[src/gam_pkg.sv]
package gam_pkg;

  // ----------------------------------------------------------------
  // Register map
  // ----------------------------------------------------------------
  localparam logic [7:0] ADDR_AF_A = 8'h00;
  localparam logic [7:0] ADDR_AF_B = 8'h01;
  localparam logic [7:0] ADDR_AF_C = 8'h02;
  localparam logic [7:0] ADDR_AF_D = 8'h03;
  localparam logic [7:0] ADDR_SEL_B = 8'h04;
  localparam logic [7:0] ADDR_SEL_C = 8'h05;
  localparam logic [7:0] ADDR_SEL_D = 8'h06;
  localparam logic [7:0] ADDR_DIR_A = 8'h08;
  localparam logic [7:0] ADDR_DIR_B = 8'h09;
  localparam logic [7:0] ADDR_DIR_C = 8'h0a;
  localparam logic [7:0] ADDR_OUT_A = 8'h0c;
  localparam logic [7:0] ADDR_OUT_B = 8'h0d;
  localparam logic [7:0] ADDR_OUT_C = 8'h0e;
  localparam logic [7:0] ADDR_OUT_D = 8'h0f;
  localparam logic [7:0] ADDR_IN_A = 8'h10;
  localparam logic [7:0] ADDR_IN_B = 8'h11;
  localparam logic [7:0] ADDR_IN_C = 8'h12;
  localparam logic [7:0] ADDR_IN_D = 8'h13;
  localparam logic [7:0] ADDR_STAT_A = 8'h14;
  localparam logic [7:0] ADDR_STAT_C = 8'h15;
  localparam logic [7:0] ADDR_MASK_A = 8'h16;
  localparam logic [7:0] ADDR_MASK_C = 8'h17;
  localparam logic [7:0] ADDR_EDGE_A = 8'h18;

  // ----------------------------------------------------------------
  // Values after reset
  // ----------------------------------------------------------------
  localparam logic [7:0] RST_ZERO = 8'h00;
  localparam logic [7:0] RST_DIR = 8'hff;
  localparam logic RST_AF_D = 1'b1;
  localparam logic RST_SEL_D = 1'b1;

  // ----------------------------------------------------------------
  // Pin positions
  // ----------------------------------------------------------------
  localparam int PA_T0_IO = 0;
  localparam int PA_T0_OUT = 1;
  localparam int PA_T1_IO = 6;
  localparam int PA_T1_OUT = 7;
  localparam int PB_CLK = 3;
  localparam int PB_ANA_LAST = 5;
  localparam int PC_ANA_LAST = 2;
  localparam int PC_CMP_LAST = 1;
  localparam int PC_COMP_OUT = 3;

  typedef struct packed {
    logic [7:0] out;
    logic [7:0] oe;
  } gam_port_t;

endpackage
[src/gam_edge_det.sv]
`timescale 1ns/10ps
module gam_edge_det #(
  parameter int W = 8
) (
  input wire logic clk,
  input wire logic reset_n,
  input wire logic [W-1:0] pin_in,
  input wire logic [W-1:0] any_edge,
  input wire logic [W-1:0] fall_sel,
  output logic [W-1:0] event_hit
);
  logic [W-1:0] prev;
  logic [W-1:0] rise;
  logic [W-1:0] fall;

  always_ff @(posedge clk or negedge reset_n) begin
    if (!reset_n) begin
      prev <= '0;
    end else begin
      prev <= pin_in;
    end
  end

  assign rise = pin_in & ~prev;
  assign fall = ~pin_in & prev;
  // Single selected edge, or both edges
  assign event_hit = (any_edge & (rise | fall)) |
                     (~any_edge & ((fall_sel & fall) | (~fall_sel & rise)));
endmodule

[src/gam_mux.sv]
// The implementer's own choices: the strobed register port and the register addresses.
`timescale 1ns/10ps
// How it works
// - Port B pin 3 with select bit three clear feeds the external clock input.
// - Port A pins 0 and 1 carry timer 0 input/complement and timer 0 output.
// - Port A pins 6 and 7 carry timer 1 input/complement and timer 1 output.
// - Port A has no select bits; enabling pin 0, 1, 6 or 7 activates its one function, pins 2 to 5 have none.
// - Port C pins 0,1 with select set go analog, comparator input or LED sink.
// - Port C pin 2 with select set goes analog input or LED sink.
// - Port D pin 0 is reset pin when select set, else GPIO output only.
// - Port A pins interrupt on one chosen edge, rising or falling.
// - Port C pins interrupt on every edge.
// - A pin with alternate function disabled is plain GPIO.
// - In alternate function the peripheral, not direction, controls the driver.
// - Timer mode picks between input and complementary output on pins 0 and 6.
module gam_mux
  import gam_pkg::*;
(
  input wire logic CLK,
  input wire logic RESET_N,
  input wire logic [7:0] ADDR,
  input wire logic [7:0] WDATA,
  input wire logic WR,
  input wire logic RD,
  output logic [7:0] RDATA,
  input wire logic [7:0] PORT_A_IN,
  input wire logic [7:0] PORT_B_IN,
  input wire logic [7:0] PORT_C_IN,
  input wire logic PORT_D_IN,
  output gam_pkg::gam_port_t PORT_A_DRV,
  output gam_pkg::gam_port_t PORT_B_DRV,
  output gam_pkg::gam_port_t PORT_C_DRV,
  output logic PORT_D_OUT,
  output logic PORT_D_OE,
  input wire logic TIMER0_IN_MODE,
  input wire logic TIMER0_OUTPUT,
  input wire logic TIMER0_OUT_COMPLEMENT,
  input wire logic TIMER1_IN_MODE,
  input wire logic TIMER1_OUTPUT,
  input wire logic TIMER1_OUT_COMPLEMENT,
  input wire logic COMPARATOR_RESULT_OUT,
  input wire logic [7:0] LED_ENABLE,
  input wire logic RESET_DRIVE,
  output logic TIMER0_INPUT,
  output logic TIMER1_INPUT,
  output logic EXTERNAL_CLOCK_INPUT,
  output logic EXTERNAL_CLOCK_ROUTED,
  output logic [5:0] ANALOG_ROUTE_B,
  output logic [2:0] ANALOG_ROUTE_C,
  output logic [1:0] COMPARATOR_IN_ROUTE,
  output logic EXT_RESET_REQ,
  output logic IRQ
);

  // ----------------------------------------------------------------
  // Configuration registers
  // ----------------------------------------------------------------
  logic [7:0] alt_function_enable_a, alt_function_enable_b, alt_function_enable_c;
  logic alt_function_enable_d;
  logic [7:0] function_select_set_one_b, function_select_set_one_c;
  logic function_select_set_one_d;
  logic [7:0] dir_a, dir_b, dir_c;
  logic [7:0] out_a, out_b, out_c;
  logic out_d;
  logic [7:0] stat_a, stat_c, mask_a, mask_c, edge_fall_a;

  // Port A has no select register, so no address decodes to one
  always_ff @(posedge CLK or negedge RESET_N) begin
    if (!RESET_N) begin
      alt_function_enable_a <= RST_ZERO;
      alt_function_enable_b <= RST_ZERO;
      alt_function_enable_c <= RST_ZERO;
      alt_function_enable_d <= RST_AF_D;
      function_select_set_one_b <= RST_ZERO;
      function_select_set_one_c <= RST_ZERO;
      function_select_set_one_d <= RST_SEL_D;
      dir_a <= RST_DIR;
      dir_b <= RST_DIR;
      dir_c <= RST_DIR;
      out_a <= RST_ZERO;
      out_b <= RST_ZERO;
      out_c <= RST_ZERO;
      out_d <= 1'b0;
      mask_a <= RST_ZERO;
      mask_c <= RST_ZERO;
      edge_fall_a <= RST_ZERO;
    end else if (WR) begin
      case (ADDR)
        ADDR_AF_A: alt_function_enable_a <= WDATA;
        ADDR_AF_B: alt_function_enable_b <= WDATA;
        ADDR_AF_C: alt_function_enable_c <= WDATA;
        ADDR_AF_D: alt_function_enable_d <= WDATA[0];
        ADDR_SEL_B: function_select_set_one_b <= WDATA;
        ADDR_SEL_C: function_select_set_one_c <= WDATA;
        ADDR_SEL_D: function_select_set_one_d <= WDATA[0];
        ADDR_DIR_A: dir_a <= WDATA;
        ADDR_DIR_B: dir_b <= WDATA;
        ADDR_DIR_C: dir_c <= WDATA;
        ADDR_OUT_A: out_a <= WDATA;
        ADDR_OUT_B: out_b <= WDATA;
        ADDR_OUT_C: out_c <= WDATA;
        ADDR_OUT_D: out_d <= WDATA[0];
        ADDR_MASK_A: mask_a <= WDATA;
        ADDR_MASK_C: mask_c <= WDATA;
        ADDR_EDGE_A: edge_fall_a <= WDATA;
        default: ;
      endcase
    end
  end

  // ----------------------------------------------------------------
  // Alternate function routing
  // ----------------------------------------------------------------
  logic [7:0] alt_out_a, alt_oe_a, alt_out_c, alt_oe_c;
  logic reset_mode, clk_mode;
  logic [7:0] led_mode;

  always_comb begin
    alt_out_a = 8'h00;
    alt_oe_a = 8'h00;
    alt_out_a[PA_T0_IO] = TIMER0_OUT_COMPLEMENT;
    alt_oe_a[PA_T0_IO] = ~TIMER0_IN_MODE;
    alt_out_a[PA_T0_OUT] = TIMER0_OUTPUT;
    alt_oe_a[PA_T0_OUT] = 1'b1;
    alt_out_a[PA_T1_IO] = TIMER1_OUT_COMPLEMENT;
    alt_oe_a[PA_T1_IO] = ~TIMER1_IN_MODE;
    alt_out_a[PA_T1_OUT] = TIMER1_OUTPUT;
    alt_oe_a[PA_T1_OUT] = 1'b1;
  end

  // LED sink pulls the pin low; pins 0 to 2 share the pad with analog inputs
  assign led_mode = function_select_set_one_c & LED_ENABLE;

  always_comb begin
    alt_out_c = 8'h00;
    alt_oe_c = led_mode;
    alt_out_c[PC_COMP_OUT] = ~function_select_set_one_c[PC_COMP_OUT] & COMPARATOR_RESULT_OUT;
    alt_oe_c[PC_COMP_OUT] = ~function_select_set_one_c[PC_COMP_OUT] | led_mode[PC_COMP_OUT];
  end

  assign clk_mode = alt_function_enable_b[PB_CLK] & ~function_select_set_one_b[PB_CLK];
  assign reset_mode = alt_function_enable_d & function_select_set_one_d;

  // Reserved choices leave the driver off; port B functions are all inputs
  gam_pin_cell #(.W(8), .RST_OE(8'h00)) u_cell_a (
    .clk(CLK), .reset_n(RESET_N), .af_en(alt_function_enable_a),
    .gpio_out(out_a), .gpio_oe(~dir_a), .alt_out(alt_out_a), .alt_oe(alt_oe_a),
    .pin_out(PORT_A_DRV.out), .pin_oe(PORT_A_DRV.oe)
  );
  gam_pin_cell #(.W(8), .RST_OE(8'h00)) u_cell_b (
    .clk(CLK), .reset_n(RESET_N), .af_en(alt_function_enable_b),
    .gpio_out(out_b), .gpio_oe(~dir_b), .alt_out(8'h00), .alt_oe(8'h00),
    .pin_out(PORT_B_DRV.out), .pin_oe(PORT_B_DRV.oe)
  );
  gam_pin_cell #(.W(8), .RST_OE(8'h00)) u_cell_c (
    .clk(CLK), .reset_n(RESET_N), .af_en(alt_function_enable_c),
    .gpio_out(out_c), .gpio_oe(~dir_c), .alt_out(alt_out_c), .alt_oe(alt_oe_c),
    .pin_out(PORT_C_DRV.out), .pin_oe(PORT_C_DRV.oe)
  );
  // Outside reset mode the pin is an output only, whatever the enable says
  gam_pin_cell #(.W(1), .RST_OE(1'b0)) u_cell_d (
    .clk(CLK), .reset_n(RESET_N), .af_en(reset_mode),
    .gpio_out(out_d), .gpio_oe(1'b1), .alt_out(1'b0), .alt_oe(RESET_DRIVE),
    .pin_out(PORT_D_OUT), .pin_oe(PORT_D_OE)
  );

  // ----------------------------------------------------------------
  // Peripheral side
  // ----------------------------------------------------------------
  always_ff @(posedge CLK or negedge RESET_N) begin
    if (!RESET_N) begin
      TIMER0_INPUT <= 1'b0;
      TIMER1_INPUT <= 1'b0;
      EXTERNAL_CLOCK_INPUT <= 1'b0;
      EXTERNAL_CLOCK_ROUTED <= 1'b0;
      ANALOG_ROUTE_B <= 6'h00;
      ANALOG_ROUTE_C <= 3'h0;
      COMPARATOR_IN_ROUTE <= 2'h0;
      EXT_RESET_REQ <= 1'b0;
    end else begin
      TIMER0_INPUT <= alt_function_enable_a[PA_T0_IO] & TIMER0_IN_MODE &
                      PORT_A_IN[PA_T0_IO];
      TIMER1_INPUT <= alt_function_enable_a[PA_T1_IO] & TIMER1_IN_MODE &
                      PORT_A_IN[PA_T1_IO];
      EXTERNAL_CLOCK_ROUTED <= clk_mode;
      EXTERNAL_CLOCK_INPUT <= clk_mode & PORT_B_IN[PB_CLK];
      ANALOG_ROUTE_B <= alt_function_enable_b[PB_ANA_LAST:0] &
                        function_select_set_one_b[PB_ANA_LAST:0];
      ANALOG_ROUTE_C <= alt_function_enable_c[PC_ANA_LAST:0] &
                        function_select_set_one_c[PC_ANA_LAST:0] &
                        ~LED_ENABLE[PC_ANA_LAST:0];
      COMPARATOR_IN_ROUTE <= alt_function_enable_c[PC_CMP_LAST:0] &
                             function_select_set_one_c[PC_CMP_LAST:0] &
                             ~LED_ENABLE[PC_CMP_LAST:0];
      // Reset pin is active low; in GPIO mode its level is never read
      EXT_RESET_REQ <= reset_mode & ~PORT_D_IN;
    end
  end

  // ----------------------------------------------------------------
  // Pin interrupts
  // ----------------------------------------------------------------
  logic [7:0] hit_a, hit_c;
  logic rd_stat_a, rd_stat_c;

  gam_edge_det #(.W(8)) u_edge_a (
    .clk(CLK), .reset_n(RESET_N), .pin_in(PORT_A_IN), .any_edge(8'h00),
    .fall_sel(edge_fall_a), .event_hit(hit_a)
  );
  gam_edge_det #(.W(8)) u_edge_c (
    .clk(CLK), .reset_n(RESET_N), .pin_in(PORT_C_IN), .any_edge(8'hff),
    .fall_sel(8'h00), .event_hit(hit_c)
  );

  assign rd_stat_a = RD && (ADDR == ADDR_STAT_A);
  assign rd_stat_c = RD && (ADDR == ADDR_STAT_C);

  // A new event in the clearing read's cycle survives the clear
  always_ff @(posedge CLK or negedge RESET_N) begin
    if (!RESET_N) begin
      stat_a <= RST_ZERO;
      stat_c <= RST_ZERO;
    end else begin
      stat_a <= (rd_stat_a ? 8'h00 : stat_a) | hit_a;
      stat_c <= (rd_stat_c ? 8'h00 : stat_c) | hit_c;
    end
  end

  always_ff @(posedge CLK or negedge RESET_N) begin
    if (!RESET_N) begin
      IRQ <= 1'b0;
    end else begin
      IRQ <= |((stat_a & mask_a) | (stat_c & mask_c));
    end
  end

  // ----------------------------------------------------------------
  // Read port
  // ----------------------------------------------------------------
  always_ff @(posedge CLK or negedge RESET_N) begin
    if (!RESET_N) begin
      RDATA <= RST_ZERO;
    end else if (RD) begin
      case (ADDR)
        ADDR_AF_A: RDATA <= alt_function_enable_a;
        ADDR_AF_B: RDATA <= alt_function_enable_b;
        ADDR_AF_C: RDATA <= alt_function_enable_c;
        ADDR_AF_D: RDATA <= {7'h00, alt_function_enable_d};
        ADDR_SEL_B: RDATA <= function_select_set_one_b;
        ADDR_SEL_C: RDATA <= function_select_set_one_c;
        ADDR_SEL_D: RDATA <= {7'h00, function_select_set_one_d};
        ADDR_DIR_A: RDATA <= dir_a;
        ADDR_DIR_B: RDATA <= dir_b;
        ADDR_DIR_C: RDATA <= dir_c;
        ADDR_OUT_A: RDATA <= out_a;
        ADDR_OUT_B: RDATA <= out_b;
        ADDR_OUT_C: RDATA <= out_c;
        ADDR_OUT_D: RDATA <= {7'h00, out_d};
        ADDR_IN_A: RDATA <= PORT_A_IN;
        ADDR_IN_B: RDATA <= PORT_B_IN;
        ADDR_IN_C: RDATA <= PORT_C_IN;
        ADDR_IN_D: RDATA <= {7'h00, reset_mode ? PORT_D_IN : out_d};
        ADDR_STAT_A: RDATA <= stat_a;
        ADDR_STAT_C: RDATA <= stat_c;
        ADDR_MASK_A: RDATA <= mask_a;
        ADDR_MASK_C: RDATA <= mask_c;
        ADDR_EDGE_A: RDATA <= edge_fall_a;
        default: RDATA <= 8'h00;
      endcase
    end
  end

  // ----------------------------------------------------------------
  // Checks
  // ----------------------------------------------------------------
  property p_clk_route;
    @(posedge CLK) disable iff (!RESET_N)
    clk_mode |=> EXTERNAL_CLOCK_INPUT == $past(PORT_B_IN[PB_CLK]);
  endproperty
  a_clk_route: assert property (p_clk_route) else $error("clock pin not routed");

  property p_t0_out;
    @(posedge CLK) disable iff (!RESET_N)
    alt_function_enable_a[PA_T0_OUT] |=>
      PORT_A_DRV.oe[PA_T0_OUT] && PORT_A_DRV.out[PA_T0_OUT] == $past(TIMER0_OUTPUT);
  endproperty
  a_t0_out: assert property (p_t0_out) else $error("timer 0 output pin wrong");

  property p_t1_out;
    @(posedge CLK) disable iff (!RESET_N)
    alt_function_enable_a[PA_T1_OUT] |=>
      PORT_A_DRV.oe[PA_T1_OUT] && PORT_A_DRV.out[PA_T1_OUT] == $past(TIMER1_OUTPUT);
  endproperty
  a_t1_out: assert property (p_t1_out) else $error("timer 1 output pin wrong");

  property p_t0_dir;
    @(posedge CLK) disable iff (!RESET_N)
    alt_function_enable_a[PA_T0_IO] |=> PORT_A_DRV.oe[PA_T0_IO] == !$past(TIMER0_IN_MODE);
  endproperty
  a_t0_dir: assert property (p_t0_dir) else $error("timer 0 pin direction wrong");

  property p_gpio_plain;
    @(posedge CLK) disable iff (!RESET_N)
    !alt_function_enable_b[0] |=> PORT_B_DRV.oe[0] == !$past(dir_b[0]);
  endproperty
  a_gpio_plain: assert property (p_gpio_plain) else $error("plain gpio direction lost");

  property p_pd0_output;
    @(posedge CLK) disable iff (!RESET_N)
    !reset_mode |=> PORT_D_OE && PORT_D_OUT == $past(out_d) && !EXT_RESET_REQ;
  endproperty
  a_pd0_output: assert property (p_pd0_output) else $error("port d gpio not output");

  property p_comp_out;
    @(posedge CLK) disable iff (!RESET_N)
    alt_function_enable_c[PC_COMP_OUT] && !function_select_set_one_c[PC_COMP_OUT] |=>
      PORT_C_DRV.oe[PC_COMP_OUT] && PORT_C_DRV.out[PC_COMP_OUT] == $past(COMPARATOR_RESULT_OUT);
  endproperty
  a_comp_out: assert property (p_comp_out) else $error("comparator output not driven");

  property p_analog_b;
    @(posedge CLK) disable iff (!RESET_N)
    alt_function_enable_b[4] && function_select_set_one_b[4] |=>
      ANALOG_ROUTE_B[4] && !PORT_B_DRV.oe[4];
  endproperty
  a_analog_b: assert property (p_analog_b) else $error("analog channel not routed");

  property p_any_edge;
    @(posedge CLK) disable iff (!RESET_N)
    PORT_C_IN[5] != $past(PORT_C_IN[5]) |=> stat_c[5];
  endproperty
  a_any_edge: assert property (p_any_edge) else $error("port c edge lost");

  property p_one_edge;
    @(posedge CLK) disable iff (!RESET_N)
    $fell(PORT_A_IN[2]) && !edge_fall_a[2] && !rd_stat_a && !stat_a[2] |=> !stat_a[2];
  endproperty
  a_one_edge: assert property (p_one_edge) else $error("wrong edge raised interrupt");

  c_clk_mode: cover property (@(posedge CLK) disable iff (!RESET_N) EXTERNAL_CLOCK_ROUTED);
  c_led_sink: cover property (@(posedge CLK) disable iff (!RESET_N) |led_mode);
  c_irq: cover property (@(posedge CLK) disable iff (!RESET_N) IRQ ##1 rd_stat_a);
  c_reset_pin: cover property (@(posedge CLK) disable iff (!RESET_N) EXT_RESET_REQ);

endmodule

[src/gam_pin_cell.sv]
`timescale 1ns/10ps
module gam_pin_cell #(
  parameter int W = 8,
  parameter logic [W-1:0] RST_OE = '0
) (
  input wire logic clk,
  input wire logic reset_n,
  input wire logic [W-1:0] af_en,
  input wire logic [W-1:0] gpio_out,
  input wire logic [W-1:0] gpio_oe,
  input wire logic [W-1:0] alt_out,
  input wire logic [W-1:0] alt_oe,
  output logic [W-1:0] pin_out,
  output logic [W-1:0] pin_oe
);
  // Alternate function owns both level and direction of the pin
  always_ff @(posedge clk or negedge reset_n) begin
    if (!reset_n) begin
      pin_out <= '0;
      pin_oe <= RST_OE;
    end else begin
      pin_out <= (af_en & alt_out) | (~af_en & gpio_out);
      pin_oe <= (af_en & alt_oe) | (~af_en & gpio_oe);
    end
  end
endmodule

[config.mk]
export PLATFORM = sky130hd
export DESIGN_NAME = gam_mux
export DESIGN_NICKNAME = d
export VERILOG_FILES = /design/src/gam_pkg.sv /design/src/gam_edge_det.sv /design/src/gam_mux.sv /design/src/gam_pin_cell.sv
export SDC_FILE = /design/constraint.sdc
export NUM_CORES = 1
export LEC_CHECK = 0
export BUFFER_PORTS_ARGS = -buffer_cell sky130_fd_sc_hd__buf_4
export CAP_MARGIN = 20
export CORE_MARGIN = 3
export CORE_UTILIZATION = 30
export CTS_CLUSTER_SIZE = 24
export DETAILED_ROUTE_END_ITERATION = 8
export HOLD_SLACK_MARGIN = 0.02
export PLACE_DENSITY = 0.59
export SKIP_CTS_REPAIR_TIMING = 1
export SYNTH_ARGS = -nofsm -noshare
export SYNTH_HDL_FRONTEND = slang
export SYNTH_HIERARCHICAL = 1
export SYNTH_SLANG_ARGS = --single-unit
[constraint.sdc]
create_clock -name CLK -period 3.6 [get_ports CLK]
set_input_delay 0.72 -clock CLK [delete_from_list [all_inputs] [get_ports CLK]]
set_output_delay 0.72 -clock CLK [all_outputs]
set_load 0.02 [all_outputs]
* Word-level counts from Yosys, hierarchy flattened
Index checks and enable logic that the tools add are counted.
** Storage, ports and cells
- Bits in registers :: 222
- Bits of input ports :: 61
- Output and inout port bits :: 75
- Logic and storage cells :: 151
** Cells by class
- Eq/ne operators :: 22
- Muxes and demuxes :: 4
- Bitwise operators :: 65
- Reduce and logical (&&, ||, !) cells :: 21
** Operators with widths (count)
- 8-bit case mux with 23 select lines :: 1
- 8-bit bitwise AND :: 18
- 8-bit NOT :: 11
- 8-bit by 5-bit equality test with 1-bit output, second input constant :: 9
- 8-bit OR :: 9
- 8-bit by 4-bit equality test with 1-bit output, second input constant :: 7
- 2-bit AND reduction :: 17
- 8-bit by 3-bit equality test with 1-bit output, second input constant :: 3
- 8-bit by 2-bit equality test with 1-bit output, second input constant :: 2
- 8-bit two-way mux :: 2
- 1-bit bitwise AND :: 11
- 8-bit by 4-bit bitwise AND with 8-bit output :: 1
- 8-bit by 1-bit equality test with 1-bit output, second input constant :: 1
- 8-bit logical NOT :: 1
- 8-bit OR reduction :: 1
- 3-bit bitwise AND :: 2
- 6-bit bitwise AND :: 1
- 1-bit NOT :: 6
- 2-bit bitwise AND :: 2
- 3-bit NOT :: 1
- 1-bit logical AND :: 2
- 2-bit NOT :: 1
- 1-bit OR :: 2
- 1-bit two-way mux :: 1

* Depth between registers and ports, before layout
Gate-level depths: netlist of run 1.
- Depth after elaboration :: 5
- Mapped depth :: 8
- Gate-level depth less buffers :: 5

* Cells and area by module
Netlist of run 1, hierarchy kept.
** By module, submodules not included
- gam_mux :: times used 1, cells each 666, area an instance 7658.6 µm², seq. area each 3886.2 µm²
- gam_pin_cell at u_cell_a ... :: times used 3, cells each 32, area an instance 633.1 µm², seq. area each 400.4 µm²
- gam_edge_det :: times used 2, cells each 56, area an instance 620.6 µm², seq. area each 200.2 µm²
- gam_pin_cell at u_cell_d :: times used 1, cells each 4, area an instance 72.6 µm², seq. area each 50.0 µm²

* Worst setup path after synthesis of run 1
OpenSTA, ideal clock, no wires.
- Kind :: input to register
- Start :: in ADDR[7]
- End :: reg RDATA[2]
- Library setup time :: 0.096 ns
- Arrival time :: 2.251 ns
- Data required time :: 3.504 ns
- Path slack :: 1.254 ns
- Cell stages on the path :: 7
- Buffers on the path :: 2
- Cell sequence :: buf_2 nor4b_4 and2_1 buf_2 a32oi_1 a211o_1 a311oi_2
** Between the ends
- Word-level cells in the longest chain between the ends :: 2
- Elaborated cells between the ends (all ways) :: 24
- Those cells by class :: eq/ne (22); mux (1); reduce/logical (1)
** RTL lines
- start, declared :: RTL line gam_mux.sv:21 : input wire logic [7:0] ADDR,
- 8-bit by 5-bit equality test with 1-bit output (tied with other cells) :: RTL line gam_mux.sv:244 : case (ADDR)
- 8-bit case mux with 23 select lines (*) :: RTL line gam_mux.sv:244
- end signal, assigned :: RTL line gam_mux.sv:245 : ADDR_AF_A: RDATA <= alt_function_enable_a;
- end signal, assigned :: RTL line gam_mux.sv:246 : ADDR_AF_B: RDATA <= alt_function_enable_b;
- end signal, assigned :: RTL line gam_mux.sv:247 : ADDR_AF_C: RDATA <= alt_function_enable_c;
- end, declared :: RTL line gam_mux.sv:25 : output logic [7:0] RDATA,
Every way passes the cells marked *; elsewhere a longest branch is shown, timed or not.
A chain may end at the register's enable or synchronous reset.

* Worst setup path after layout of run 1
- Start :: in ADDR[4]
- End :: reg alt_function_enable_a[7]
** Between the ends
- Word-level cells in the longest chain between the ends :: 2
** RTL lines
- 8-bit logical NOT :: RTL line gam_mux.sv:88 : case (ADDR)
- 2-bit AND reduction (no line)
- end signal, assigned :: RTL line gam_mux.sv:70 : alt_function_enable_a <= RST_ZERO;
- end signal, assigned :: RTL line gam_mux.sv:89 : ADDR_AF_A: alt_function_enable_a <= WDATA;
- end, declared :: RTL line gam_mux.sv:58 : logic [7:0] alt_function_enable_a, alt_function_enable_b, alt_function_enable_c;
No other way between the ends.

==> run_summary.xml, run 1 <==
<?xml version="1.0" encoding="UTF-8"?>
<metrics>
  <group name="critical_path">
    <metric name="endpoint_kind" unit="">register</metric>
    <metric name="critPathKind" unit="">input port to register</metric>
    <metric name="reg_to_reg_critical_path_startpoint" unit="">alt_function_enable_b[0]$_DFFE_PN0P_</metric>
    <metric name="worst_path_max_delay_cell" unit="">sky130_fd_sc_hd__nand3_1</metric>
    <metric name="critical-path-top-delay-family" unit="">simple AND/OR/NAND/NOR gates</metric>
    <metric name="critical_path.reg2reg.endpoint" unit="">RDATA[0]$_DFFE_PN0P_</metric>
    <metric name="timing.critical_path.slowest_cell_delay" unit="ns">0.56</metric>
    <metric name="critical_path.most_common_cell" unit="">sky130_fd_sc_hd__buf_4</metric>
    <metric name="worst-r2r-cell-count" unit="">5</metric>
    <metric name="worstPathCellList" unit="">buf_4, nor2_1, buf_4, and2_1, nand3_1, mux2_2</metric>
    <metric name="critical_path.startpoint_type" unit="">input port</metric>
    <metric name="timing.critical_path.fanout_max" unit="">20</metric>
    <metric name="cp_data_required_time" unit="ns">4.00</metric>
    <metric name="r2r_setup_slack" unit="ns">1.55</metric>
    <metric name="critical_path.n_buffers_inverters" unit="">2</metric>
    <metric name="timing.critical_path.arrival" unit="ns">3.03</metric>
  </group>
  <group name="min_path">
    <metric name="worstHoldPathType" unit="">input port to async pin</metric>
  </group>
  <group name="yosys">
    <metric name="largest_area_contributor_in_the_netlist" unit="">sky130_fd_sc_hd__dfrtp_1</metric>
    <metric name="synth_top_flop_cell" unit="">sky130_fd_sc_hd__dfrtp_1</metric>
    <metric name="postSynthRegisterBits" unit="">220</metric>
    <metric name="synth_most_common_cell" unit="">sky130_fd_sc_hd__dfrtp_1</metric>
    <metric name="synth.lib_cells_used.distinct" unit="">67</metric>
    <metric name="syn_area" unit="mm2">0.0109</metric>
    <metric name="synth-async-reset-ratio" unit="%">100</metric>
    <metric name="synth.top_cells.by_area" unit="">sky130_fd_sc_hd__dfrtp_1 45%, sky130_fd_sc_hd__mux2_2 11%, sky130_fd_sc_hd__dfstp_2 6.3%, sky130_fd_sc_hd__mux2_4 5.8%, sky130_fd_sc_hd__mux2i_1 4.4%</metric>
    <metric name="syn-mean-instance-area" unit="um2">12.4</metric>
    <metric name="edff_count_synth" unit="">0</metric>
    <metric name="synthesis.instances" unit="">878</metric>
    <metric name="ys.warnings.count" unit="">6</metric>
    <metric name="synth_common_cells" unit="">194 x sky130_fd_sc_hd__dfrtp_1, 111 x sky130_fd_sc_hd__mux2_2, 61 x sky130_fd_sc_hd__inv_1</metric>
    <metric name="synth-seq-area-share" unit="%">50.9</metric>
    <metric name="synth_top_cell_area_share" unit="%">44.7</metric>
  </group>
  <group name="placed_design">
    <metric name="placement.cell_area" unit="mm2">0.0127</metric>
    <metric name="gpl.final_weighted_congestion" unit="">0.908</metric>
    <metric name="detailedPlacementHpwl" unit="mm">27.3</metric>
    <metric name="port_buffers" unit="">135</metric>
  </group>
  <group name="cells_and_area">
    <metric name="layout.cell_area.non_filler" unit="mm2">0.0136</metric>
    <metric name="finish.net_count" unit="">1179</metric>
    <metric name="share_of_cells_above_drive_strength_1" unit="%">36.8</metric>
    <metric name="areaGrowthSynthToFinish" unit="%">25.1</metric>
    <metric name="insertedDiodeCount" unit="">0</metric>
  </group>
  <group name="floorplan">
    <metric name="die-area" unit="mm2">0.0386</metric>
    <metric name="core_region_area" unit="mm2">0.0357</metric>
    <metric name="io_pins" unit="">136</metric>
    <metric name="num_rows" unit="">69</metric>
    <metric name="die_w" unit="um">196</metric>
    <metric name="die_outline_height" unit="um">196</metric>
    <metric name="floorplan.initialDensity" unit="%">30.5</metric>
  </group>
  <group name="clocking">
    <metric name="clkSlewWorstSetupHoldPaths" unit="ns">0.06</metric>
    <metric name="clock_sinks" unit="">220</metric>
    <metric name="cts_inserted_buffers" unit="">25</metric>
    <metric name="cts_buffer_depth" unit="">3</metric>
    <metric name="tritoncts_clock_tree" unit="">built</metric>
    <metric name="clk_lat_worst_skew" unit="ns">0.52</metric>
    <metric name="clock_tree.root_cell" unit="">sky130_fd_sc_hd__clkbuf_16</metric>
    <metric name="ctsHtreeMaxLevel" unit="">1</metric>
  </group>
  <group name="global_route">
    <metric name="first_global_vias" unit="">7995</metric>
    <metric name="grt_first_pass_wirelength" unit="mm">54.6</metric>
    <metric name="maximum_number_of_pins_on_one_net_before_global_route_repair" unit="">92</metric>
    <metric name="overflow" unit="">0</metric>
    <metric name="global_route.usage.total" unit="%">18.9</metric>
    <metric name="antenna_found_initial" unit="">0</metric>
  </group>
  <group name="drt">
    <metric name="routedWlPerCell" unit="um">23.5</metric>
    <metric name="totalWireLength" unit="mm">36.7</metric>
    <metric name="antenna_violating_nets_post_route" unit="">0</metric>
    <metric name="first_iteration_detailed_routing_drc_count" unit="">498</metric>
    <metric name="detail_route.drc_violations" unit="">0</metric>
    <metric name="detailedRoute.firstPassIterationCount" unit="">5</metric>
    <metric name="route.detailed.vias_per_inst" unit="">5.01</metric>
    <metric name="vias" unit="">7840</metric>
  </group>
  <group name="run_status">
    <metric name="run_status" unit="">completed</metric>
  </group>
  <group name="timing">
    <metric name="setup_viol" unit="">0</metric>
    <metric name="finalHoldViolCount" unit="">0</metric>
    <metric name="pins_over_their_slew_limit" unit="">0</metric>
    <metric name="worst_pin_slew" unit="ns">1.03</metric>
    <metric name="final.setup_skew" unit="ns">0.00856</metric>
    <metric name="timing.hold.ws" unit="ns">0.211</metric>
    <metric name="tns_setup" unit="ns">0</metric>
    <metric name="timing.fmax" unit="GHz">0.381</metric>
    <metric name="relSlewSlack" unit="%">31.4</metric>
    <metric name="final_period_minus_worst_setup_slack" unit="ns">2.63</metric>
    <metric name="timing.final.crit_share" unit="%">73.0</metric>
    <metric name="grt_setup_unrepaired" unit="">false</metric>
  </group>
  <group name="pwr">
    <metric name="p_leak" unit="nW">6.56</metric>
    <metric name="ir_worst_vdd" unit="mV">0.271</metric>
    <metric name="p_per_area" unit="mW/mm2">450</metric>
  </group>
  <group name="run">
    <metric name="max_cap_viol_count" unit="">0</metric>
  </group>
</metrics>
==> placed cells by master, fill, tap and decap left out, types with 10 or more instances in the layout <==
| cell type | synthesis | routed |
|---|---|---|
| sky130_fd_sc_hd__dfrtp_1 | 194 | 194 |
| sky130_fd_sc_hd__buf_4 | 3 | 170 |
| sky130_fd_sc_hd__mux2_2 | 111 | 111 |
| sky130_fd_sc_hd__inv_1 | 61 | 61 |
| sky130_fd_sc_hd__conb_1 | 2 | 59 |
| sky130_fd_sc_hd__mux2i_1 | 48 | 48 |
| sky130_fd_sc_hd__nand2_1 | 43 | 43 |
| sky130_fd_sc_hd__mux2_4 | 42 | 42 |
| sky130_fd_sc_hd__ha_1 | 32 | 32 |
| sky130_fd_sc_hd__nand3_1 | 30 | 30 |
| sky130_fd_sc_hd__dfstp_2 | 26 | 26 |
| sky130_fd_sc_hd__o21ai_0 | 25 | 25 |
| sky130_fd_sc_hd__clkbuf_16 | 0 | 25 |
| sky130_fd_sc_hd__nor2_1 | 22 | 22 |
| sky130_fd_sc_hd__and2_1 | 20 | 20 |
| sky130_fd_sc_hd__a21o_1 | 16 | 16 |
| sky130_fd_sc_hd__a22oi_1 | 13 | 13 |
| sky130_fd_sc_hd__a21oi_1 | 10 | 10 |
==> worst reg2reg max path: stages (launching register included) <==
cell and delay [ns]:
sky130_fd_sc_hd__dfrtp_1 0.50, sky130_fd_sc_hd__mux4_1 0.60, sky130_fd_sc_hd__nand4b_1 0.15, sky130_fd_sc_hd__o211ai_1 0.12
sky130_fd_sc_hd__a2111oi_0 0.40, sky130_fd_sc_hd__a311oi_1 0.15
==> final cells by class <==
class	count	area (um2)
Inverter	62	233
Clock inverter	7	113
Tap cell	461	577
Clock buffer	38	744
Multi-Input combinational cell	605	5080
Timing Repair Buffer	172	1310
Sequential cell	220	5540
Fill cell	3497	22100
==> cell families after synthesis <==
group | Yosys count | share of synthesized area, %
compound gates | 137 | 9.53
xor+xnor | 1 | 0.0806
fa+ha+maj | 32 | 3.68
buf+inv | 110 | 4.28
flops | 220 | 50.9
mux | 210 | 23.0
other cells | 2 | 0.0691
simple gates | 166 | 8.42
==> power by group <==
part           switching, mW  internal (mW)
Combinational          0.408          0.331
Sequential             0.119           2.62
Clock                   1.00           1.63
Total                   1.53           4.59
==> routing by layer <==
layer  up-vias  GRT usage (%)  wire (um)
met1      3990           26.3      16400
met4         0           4.15        831
li1       3533              -          -
met5         -              0          0
met3        47           3.38       2110
met2       270           31.0      17400
==> worst max-delay path by stage <==
stage | startpoint | endpoint | cells past startpoint
final | ADDR[4] | alt_function_enable_a[7]$_DFFE_PN0P_ | 6
after global routing | ADDR[4] | alt_function_enable_a[1]$_DFFE_PN0P_ | 6
after CTS | ADDR[4] | alt_function_enable_a[7]$_DFFE_PN0P_ | 6
after detailed placement | ADDR[4] | alt_function_enable_a[7]$_DFFE_PN0P_ | 6
after global placement | ADDR[4] | alt_function_enable_a[5]$_DFFE_PN0P_ | 6
after floorplan | ADDR[7] | RDATA[2]$_DFFE_PN0P_ | 7
==> stage by stage <==
step                instances  total power [mW]  worst slack, ns  utilization, %
finish                   1565              6.12            0.974            38.1
detailed placement       1520              3.53            0.486            35.7
CTS                      1565              6.20             1.03            38.1
global placement         1520              3.52            0.540            35.7
floorplan                 935              3.14             1.25               -
global route             1565              6.36            0.868            38.1
Power figures use the tool's default switching activity.
==> run 2, diff against run 1 <==
--- a/config.mk
+++ b/config.mk
@@ -12,7 +12,7 @@
 export CTS_CLUSTER_SIZE = 24
 export DETAILED_ROUTE_END_ITERATION = 8
 export HOLD_SLACK_MARGIN = 0.02
-export PLACE_DENSITY = 0.59
+export PLACE_DENSITY = 0.6
 export SKIP_CTS_REPAIR_TIMING = 1
 export SYNTH_ARGS = -nofsm -noshare
 export SYNTH_HDL_FRONTEND = slang
==> constraint.sdc (replaced) <==
create_clock -name CLK -period 2.3 [get_ports CLK]
set_input_delay 0.46 -clock CLK [delete_from_list [all_inputs] [get_ports CLK]]
set_output_delay 0.46 -clock CLK [all_outputs]
set_load 0.02 [all_outputs]
==> run 2 against run 1 <==
Against the previous run:
- critical path depth fell by 1
- hold slack got worse by 0.14 ns
- global-route usage fell by 0.21 points
- sequential share of layout area fell by 1.6 points
- clock-buffer cell count rose by 1
- die area did not move
- non-clock buffer count rose by 63
- sequential power rose by 56%
- via count rose by 2.5%
- first-iteration DRC count rose by 10%
==> run_summary.xml, run 2 (synthesis results as in run 1) <==
<?xml version="1.0" encoding="UTF-8"?>
<metrics>
  <group name="run_status">
    <metric name="run_status" unit="">completed</metric>
  </group>
  <group name="floorplan">
    <metric name="num_rows" unit="">69</metric>
    <metric name="die_w" unit="um">196</metric>
    <metric name="io_pins" unit="">136</metric>
    <metric name="floorplan.initialDensity" unit="%">30.5</metric>
    <metric name="die_outline_height" unit="um">196</metric>
    <metric name="core_region_area" unit="mm2">0.0357</metric>
    <metric name="die-area" unit="mm2">0.0386</metric>
  </group>
  <group name="timing">
    <metric name="timing.fmax" unit="GHz">0.525</metric>
    <metric name="pins_over_their_slew_limit" unit="">0</metric>
    <metric name="setup_ws" unit="ns">0.395</metric>
    <metric name="worst_pin_slew" unit="ns">0.548</metric>
    <metric name="grt_setup_unrepaired" unit="">false</metric>
    <metric name="timing.hold.ws" unit="ns">0.0686</metric>
    <metric name="relSlewSlack" unit="%">63.2</metric>
    <metric name="setup_viol" unit="">0</metric>
    <metric name="timing.final.crit_share" unit="%">82.8</metric>
    <metric name="tns_setup" unit="ns">0</metric>
    <metric name="finalHoldViolCount" unit="">0</metric>
    <metric name="final.setup_skew" unit="ns">0.0208</metric>
    <metric name="final_period_minus_worst_setup_slack" unit="ns">1.90</metric>
  </group>
  <group name="pwr">
    <metric name="p_leak" unit="nW">6.89</metric>
    <metric name="p_per_area" unit="mW/mm2">668</metric>
    <metric name="ir_worst_vdd" unit="mV">0.452</metric>
    <metric name="total_power" unit="mW">9.46</metric>
  </group>
  <group name="drt">
    <metric name="detail_route.drc_violations" unit="">0</metric>
    <metric name="routed_length_on_met3" unit="mm">1.96</metric>
    <metric name="highest-signal-layer" unit="">met5</metric>
    <metric name="met2_length" unit="mm">16.9</metric>
    <metric name="vias" unit="">8034</metric>
    <metric name="totalWireLength" unit="mm">36.6</metric>
    <metric name="drt-met1-wl" unit="mm">16.6</metric>
    <metric name="detailedRoute.firstPassIterationCount" unit="">5</metric>
    <metric name="antenna_violating_nets_post_route" unit="">0</metric>
    <metric name="first_iteration_detailed_routing_drc_count" unit="">550</metric>
    <metric name="routedWlPerCell" unit="um">22.5</metric>
    <metric name="route.detailed.vias_per_inst" unit="">4.93</metric>
  </group>
  <group name="cells_and_area">
    <metric name="share_of_cells_above_drive_strength_1" unit="%">40.1</metric>
    <metric name="layout_common_cells" unit="">222 x sky130_fd_sc_hd__buf_4, 194 x sky130_fd_sc_hd__dfrtp_1, 111 x sky130_fd_sc_hd__mux2_2, 61 x sky130_fd_sc_hd__inv_1, 59 x sky130_fd_sc_hd__conb_1</metric>
    <metric name="finish.net_count" unit="">1242</metric>
    <metric name="number_of_filler_instances_in_the_final_layout" unit="">3474</metric>
    <metric name="finalCoreUtilization" unit="%">39.7</metric>
    <metric name="final_common_cell" unit="">sky130_fd_sc_hd__buf_4</metric>
    <metric name="insertedDiodeCount" unit="">0</metric>
    <metric name="areaGrowthSynthToFinish" unit="%">30.3</metric>
  </group>
  <group name="clocking">
    <metric name="clkSlewWorstSetupHoldPaths" unit="ns">0.06</metric>
    <metric name="clock_tree.root_cell" unit="">sky130_fd_sc_hd__clkbuf_16</metric>
    <metric name="tritoncts_clock_tree" unit="">built</metric>
    <metric name="ctsHtreeMaxLevel" unit="">1</metric>
    <metric name="cts_buffer_depth" unit="">3</metric>
    <metric name="clk_lat_worst_skew" unit="ns">0.53</metric>
    <metric name="clock_sinks" unit="">220</metric>
    <metric name="cts_inserted_buffers" unit="">25</metric>
  </group>
  <group name="critical_path">
    <metric name="timing.critical_path.fanout_max" unit="">5</metric>
    <metric name="timing.critical_path.arrival" unit="ns">2.28</metric>
    <metric name="endpoint_kind" unit="">register</metric>
    <metric name="reg_to_reg_critical_path_startpoint" unit="">alt_function_enable_b[0]$_DFFE_PN0P_</metric>
    <metric name="critical_path.reg2reg.endpoint" unit="">RDATA[0]$_DFFE_PN0P_</metric>
    <metric name="critical_path.startpoint_type" unit="">register</metric>
    <metric name="worst-r2r-cell-count" unit="">5</metric>
    <metric name="critPathKind" unit="">register to register</metric>
    <metric name="cp_data_required_time" unit="ns">2.68</metric>
    <metric name="r2r_setup_slack" unit="ns">0.40</metric>
  </group>
  <group name="min_path">
    <metric name="holdCritStartpoint" unit="">PORT_A_IN[7]</metric>
    <metric name="worstHoldPathType" unit="">input port to register</metric>
    <metric name="whs_path_depth" unit="">1</metric>
    <metric name="min_delay_worst_endpoint" unit="">u_edge_a/prev[7]$_DFF_PN0_</metric>
  </group>
  <group name="global_route">
    <metric name="overflow" unit="">0</metric>
    <metric name="antenna_found_initial" unit="">2</metric>
    <metric name="first_global_vias" unit="">8312</metric>
    <metric name="global_route.usage.total" unit="%">18.7</metric>
    <metric name="grt_first_pass_wirelength" unit="mm">54.0</metric>
    <metric name="maximum_number_of_pins_on_one_net_before_global_route_repair" unit="">50</metric>
  </group>
  <group name="placed_design">
    <metric name="detailedPlacementHpwl" unit="mm">27.9</metric>
    <metric name="preCtsSetupSlack" unit="ns">0.00215</metric>
    <metric name="port_buffers" unit="">135</metric>
    <metric name="gpl.final_weighted_congestion" unit="">0.907</metric>
  </group>
  <group name="run">
    <metric name="max_cap_viol_count" unit="">0</metric>
  </group>
</metrics>
## run 2: cell count changes in the layout (fill, tap and decap cells not counted), moves of 2 or more
cell,delta
sky130_fd_sc_hd__buf_4,+52
sky130_fd_sc_hd__buf_12,+10
sky130_fd_sc_hd__bufinv_16,-2
sky130_fd_sc_hd__clkinv_2,-2
## run 2: layout make-up
cell class / instances / area (um2) / area share, %
Clock buffer: 39 / 758 / 5.35
Clock inverter: 6 / 67.6 / 0.477
Multi-Input combinational cell: 605 / 5080 / 35.9
Tap cell: 461 / 577 / 4.07
Timing Repair Buffer: 235 / 1910 / 13.5
Inverter: 62 / 233 / 1.64
Sequential cell: 220 / 5540 / 39.1
## run 2: worst max-delay path by stage
stage,startpoint,end,slack [ns],depth (start not counted)
after detailed placement,ADDR[5],RDATA[6]$_DFFE_PN0P_,0.002,8
after CTS,alt_function_enable_b[0]$_DFFE_PN0P_,RDATA[0]$_DFFE_PN0P_,0.40,5
after global routing,alt_function_enable_b[0]$_DFFE_PN0P_,RDATA[0]$_DFFE_PN0P_,0.32,5
final,alt_function_enable_b[0]$_DFFE_PN0P_,RDATA[0]$_DFFE_PN0P_,0.40,5
after global placement,ADDR[4],RDATA[4]$_DFFE_PN0P_,-0.09,7
after floorplan,ADDR[7],RDATA[2]$_DFFE_PN0P_,0.21,7
## run 2: per-stage QoR
step	cells	instance area, um2
2_1_floorplan	935	11100
3_3_place_gp	1582	13300
3_5_place_dp	1582	13300
4_1_cts	1627	14200
5_1_grt	1628	14200
6_report	1628	14200
## run 2: layer usage
metal | up-vias | track usage [%]
met1 | 4076 | 25.9
met2 | 235 | 30.2
met3 | 64 | 3.42
met5 | - | 0
met4 | 4 | 5.15
li1 | 3655 | -
## run 2: worst max-delay path: stages, from the launching register on
cell and delay (ns):
sky130_fd_sc_hd__dfrtp_1 0.49, sky130_fd_sc_hd__mux4_1 0.53, sky130_fd_sc_hd__nand4b_1 0.11, sky130_fd_sc_hd__o211ai_1 0.09, sky130_fd_sc_hd__a2111oi_0 0.42, sky130_fd_sc_hd__a311oi_1 0.14
## run 2: power by group
group | switching (mW) | internal, mW | total, mW
Combinational | 0.651 | 0.560 | 1.21
Clock | 1.60 | 2.37 | 3.97
Sequential | 0.172 | 4.11 | 4.28
==> run 3, diff against run 2 <==
--- a/config.mk
+++ b/config.mk
@@ -5,6 +5,7 @@
 export SDC_FILE = /design/constraint.sdc
 export NUM_CORES = 1
 export LEC_CHECK = 0
+export ABC_AREA = 1
 export BUFFER_PORTS_ARGS = -buffer_cell sky130_fd_sc_hd__buf_4
 export CAP_MARGIN = 20
 export CORE_MARGIN = 3
@@ -12,7 +13,7 @@
 export CTS_CLUSTER_SIZE = 24
 export DETAILED_ROUTE_END_ITERATION = 8
 export HOLD_SLACK_MARGIN = 0.02
-export PLACE_DENSITY = 0.6
+export PLACE_DENSITY = 0.59
 export SKIP_CTS_REPAIR_TIMING = 1
 export SYNTH_ARGS = -nofsm -noshare
 export SYNTH_HDL_FRONTEND = slang
==> constraint.sdc (replaced) <==
create_clock -name CLK -period 1.94 [get_ports CLK]
set_input_delay 0.388 -clock CLK [delete_from_list [all_inputs] [get_ports CLK]]
set_output_delay 0.388 -clock CLK [all_outputs]
set_load 0.02 [all_outputs]
==> run 3 against run 2 <==
Against the previous run:
- global-route usage fell by 0.22 points
- sequential power up 18%
- synthesized cell count is 59% higher
- clock power is 27% higher
- non-clock buffer count decreased by 55
- utilization down 0.76 points
==> run_summary.xml, run 3 <==
<?xml version="1.0" encoding="UTF-8"?>
<metrics>
  <group name="run_status">
    <metric name="run_status" unit="">completed</metric>
  </group>
  <group name="placed_design">
    <metric name="detailedPlacementHpwl" unit="mm">27.8</metric>
    <metric name="placement.cell_area" unit="mm2">0.0130</metric>
    <metric name="gpl.final_weighted_congestion" unit="">0.940</metric>
    <metric name="port_buffers" unit="">135</metric>
    <metric name="preCtsSetupSlack" unit="ns">0.0617</metric>
  </group>
  <group name="clocking">
    <metric name="tritoncts_clock_tree" unit="">built</metric>
    <metric name="clk_lat_worst_skew" unit="ns">0.54</metric>
    <metric name="cts_buffer_depth" unit="">3</metric>
    <metric name="ctsHtreeMaxLevel" unit="">1</metric>
    <metric name="clkSlewWorstSetupHoldPaths" unit="ns">0.06</metric>
    <metric name="clock_sinks" unit="">220</metric>
    <metric name="cts_inserted_buffers" unit="">27</metric>
    <metric name="clock_tree.root_cell" unit="">sky130_fd_sc_hd__clkbuf_16</metric>
  </group>
  <group name="yosys">
    <metric name="postSynthRegisterBits" unit="">220</metric>
    <metric name="synth.top_cells.by_area" unit="">sky130_fd_sc_hd__dfrtp_1 44%, sky130_fd_sc_hd__nand2_1 16%, sky130_fd_sc_hd__inv_1 6.7%, sky130_fd_sc_hd__dfstp_2 6.2%, sky130_fd_sc_hd__nand3_1 5.7%</metric>
    <metric name="synthesis.instances" unit="">1394</metric>
    <metric name="syn_area" unit="mm2">0.0111</metric>
    <metric name="synth_top_cell_area_share" unit="%">43.8</metric>
    <metric name="synth.lib_cells_used.distinct" unit="">31</metric>
    <metric name="synth-seq-area-share" unit="%">49.9</metric>
    <metric name="largest_area_contributor_in_the_netlist" unit="">sky130_fd_sc_hd__dfrtp_1</metric>
    <metric name="synth-async-reset-ratio" unit="%">100</metric>
    <metric name="synth_top_flop_cell" unit="">sky130_fd_sc_hd__dfrtp_1</metric>
    <metric name="synth_most_common_cell" unit="">sky130_fd_sc_hd__nand2_1</metric>
    <metric name="syn-mean-instance-area" unit="um2">7.96</metric>
    <metric name="synth_common_cells" unit="">487 x sky130_fd_sc_hd__nand2_1, 198 x sky130_fd_sc_hd__inv_1, 194 x sky130_fd_sc_hd__dfrtp_1</metric>
    <metric name="edff_count_synth" unit="">0</metric>
    <metric name="ys.warnings.count" unit="">6</metric>
  </group>
  <group name="cells_and_area">
    <metric name="areaGrowthSynthToFinish" unit="%">26.5</metric>
    <metric name="layout_common_cells" unit="">487 x sky130_fd_sc_hd__nand2_1, 198 x sky130_fd_sc_hd__inv_1, 194 x sky130_fd_sc_hd__dfrtp_1, 154 x sky130_fd_sc_hd__buf_4, 127 x sky130_fd_sc_hd__nand3_1</metric>
    <metric name="share_of_cells_above_drive_strength_1" unit="%">17.3</metric>
    <metric name="layout.cell_area.non_filler" unit="mm2">0.0140</metric>
    <metric name="finish.net_count" unit="">1721</metric>
    <metric name="insertedDiodeCount" unit="">0</metric>
    <metric name="final_common_cell" unit="">sky130_fd_sc_hd__nand2_1</metric>
    <metric name="finalCoreUtilization" unit="%">39.0</metric>
  </group>
  <group name="critical_path">
    <metric name="timing.critical_path.slowest_cell_delay" unit="ns">0.46</metric>
    <metric name="critical_path.startpoint_type" unit="">register</metric>
    <metric name="worst_path_max_delay_cell" unit="">sky130_fd_sc_hd__dfrtp_1</metric>
    <metric name="timing.critical_path.fanout_max" unit="">2</metric>
    <metric name="cp_data_required_time" unit="ns">1.55</metric>
    <metric name="critical_path.n_buffers_inverters" unit="">1</metric>
    <metric name="endpoint_kind" unit="">primary output</metric>
    <metric name="critical-path-top-delay-family" unit="">flip-flops</metric>
    <metric name="critPathKind" unit="">register to primary output</metric>
    <metric name="timing.critical_path.arrival" unit="ns">1.18</metric>
    <metric name="worstPathCellList" unit="">buf_4</metric>
  </group>
  <group name="global_route">
    <metric name="grt_first_pass_wirelength" unit="mm">55.4</metric>
    <metric name="global_route.usage.total" unit="%">18.5</metric>
    <metric name="first_global_vias" unit="">9419</metric>
    <metric name="antenna_found_initial" unit="">1</metric>
    <metric name="overflow" unit="">0</metric>
    <metric name="maximum_number_of_pins_on_one_net_before_global_route_repair" unit="">58</metric>
  </group>
  <group name="floorplan">
    <metric name="die_outline_height" unit="um">198</metric>
    <metric name="die-area" unit="mm2">0.0393</metric>
    <metric name="num_rows" unit="">69</metric>
    <metric name="io_pins" unit="">136</metric>
    <metric name="die_w" unit="um">198</metric>
    <metric name="floorplan.initialDensity" unit="%">30.8</metric>
    <metric name="core_region_area" unit="mm2">0.0360</metric>
  </group>
  <group name="pwr">
    <metric name="ir_worst_vdd" unit="mV">0.511</metric>
    <metric name="sw_frac_of_total" unit="%">26.4</metric>
    <metric name="seq_power_share" unit="%">44.6</metric>
    <metric name="p_per_area" unit="mW/mm2">804</metric>
    <metric name="clock_power_share" unit="%">44.8</metric>
    <metric name="power.net_switching" unit="mW">2.98</metric>
    <metric name="internal_power_consumption" unit="mW">8.30</metric>
    <metric name="p_leak" unit="nW">7.30</metric>
    <metric name="combPwrFrac" unit="%">10.6</metric>
  </group>
  <group name="timing">
    <metric name="worst_pin_slew" unit="ns">0.526</metric>
    <metric name="timing.fmax" unit="GHz">0.636</metric>
    <metric name="timing.final.crit_share" unit="%">81.1</metric>
    <metric name="final_period_minus_worst_setup_slack" unit="ns">1.57</metric>
    <metric name="setup_ws" unit="ns">0.367</metric>
    <metric name="tns_setup" unit="ns">0</metric>
    <metric name="grt_setup_unrepaired" unit="">false</metric>
    <metric name="setup_viol" unit="">0</metric>
    <metric name="pins_over_their_slew_limit" unit="">0</metric>
    <metric name="final.setup_skew" unit="ns">0.0177</metric>
    <metric name="finalHoldViolCount" unit="">0</metric>
    <metric name="timing.hold.ws" unit="ns">0.0272</metric>
    <metric name="relSlewSlack" unit="%">64.9</metric>
  </group>
  <group name="drt">
    <metric name="totalWireLength" unit="mm">36.2</metric>
    <metric name="first_iteration_detailed_routing_drc_count" unit="">771</metric>
    <metric name="vias" unit="">9551</metric>
    <metric name="route.detailed.vias_per_inst" unit="">4.53</metric>
    <metric name="detailedRoute.firstPassIterationCount" unit="">5</metric>
    <metric name="routedWlPerCell" unit="um">17.2</metric>
    <metric name="antenna_violating_nets_post_route" unit="">0</metric>
    <metric name="detail_route.drc_violations" unit="">0</metric>
  </group>
  <group name="run">
    <metric name="max_cap_viol_count" unit="">0</metric>
  </group>
  <group name="min_path">
    <metric name="worstHoldPathType" unit="">input port to register</metric>
  </group>
</metrics>
[run 3: area by class of cell]
class / count / area, um2
Sequential cell: 220 / 5540
Inverter: 203 / 767
Clock inverter: 17 / 181
Timing Repair Buffer: 180 / 1490
Fill cell: 3628 / 22000
Clock buffer: 32 / 704
Multi-Input combinational cell: 996 / 4770
Tap cell: 461 / 577
[run 3: metal layers]
metal | part of all wire, % | global-route usage (%) | vias up
li1 | - | - | 4725
met1 | 44 | 25.0 | 4477
met2 | 46 | 30.5 | 280
met3 | 5.8 | 2.65 | 69
met4 | 3.5 | 6.11 | 0
met5 | 0 | 0 | -
[run 3: cell families after synthesis]
kind of cell / after synthesis / synth area share [%]
flops: 220 / 49.9
fa+ha+maj: 32 / 3.61
compound gates: 151 / 7.33
other cells: 2 / 0.0677
simple gates: 746 / 29.8
buf+inv: 243 / 9.27
[run 3: path summary, 6_finish.rpt]
check / start / endpoint / slack (ns) / depth (start not counted)
setup / recovery: RDATA[0]$_DFFE_PN0P_ / RDATA[0] / 0.37 / 1
hold / removal: PORT_C_IN[6] / u_edge_c/prev[6]$_DFF_PN0_ / 0.03 / 1
setup reg to reg: function_select_set_one_d$_DFFE_PN1P_ / RDATA[0]$_DFFE_PN0P_ / 0.56 / 10
hold reg to reg: mask_c[1]$_DFFE_PN0P_ / mask_c[1]$_DFFE_PN0P_ / 0.49 / 2
max in group asynchronous: RESET_N / dir_b[1]$_DFFE_PN1P_ / 0.90 / 3
min in group asynchronous: RESET_N / u_edge_c/prev[2]$_DFF_PN0_ / 0.34 / 2
[run 3: power groups by stage]
stage / Sequential (mW) / Clock [mW] / Combinational [mW]
floorplan: 5.16 / 0 / 0.479
finish: 5.03 / 5.06 / 1.19
CTS: 5.03 / 5.17 / 1.18
detailed placement: 5.11 / 0 / 1.18
global placement: 5.11 / 0 / 1.15
global route: 5.06 / 5.36 / 1.35
[run 3: through the flow]
stage	std cells	power, mW
finish	2109	11.3
CTS	2091	11.4
global placement	2042	6.27
global route	2109	11.8
floorplan	1459	5.63
detailed placement	2042	6.29
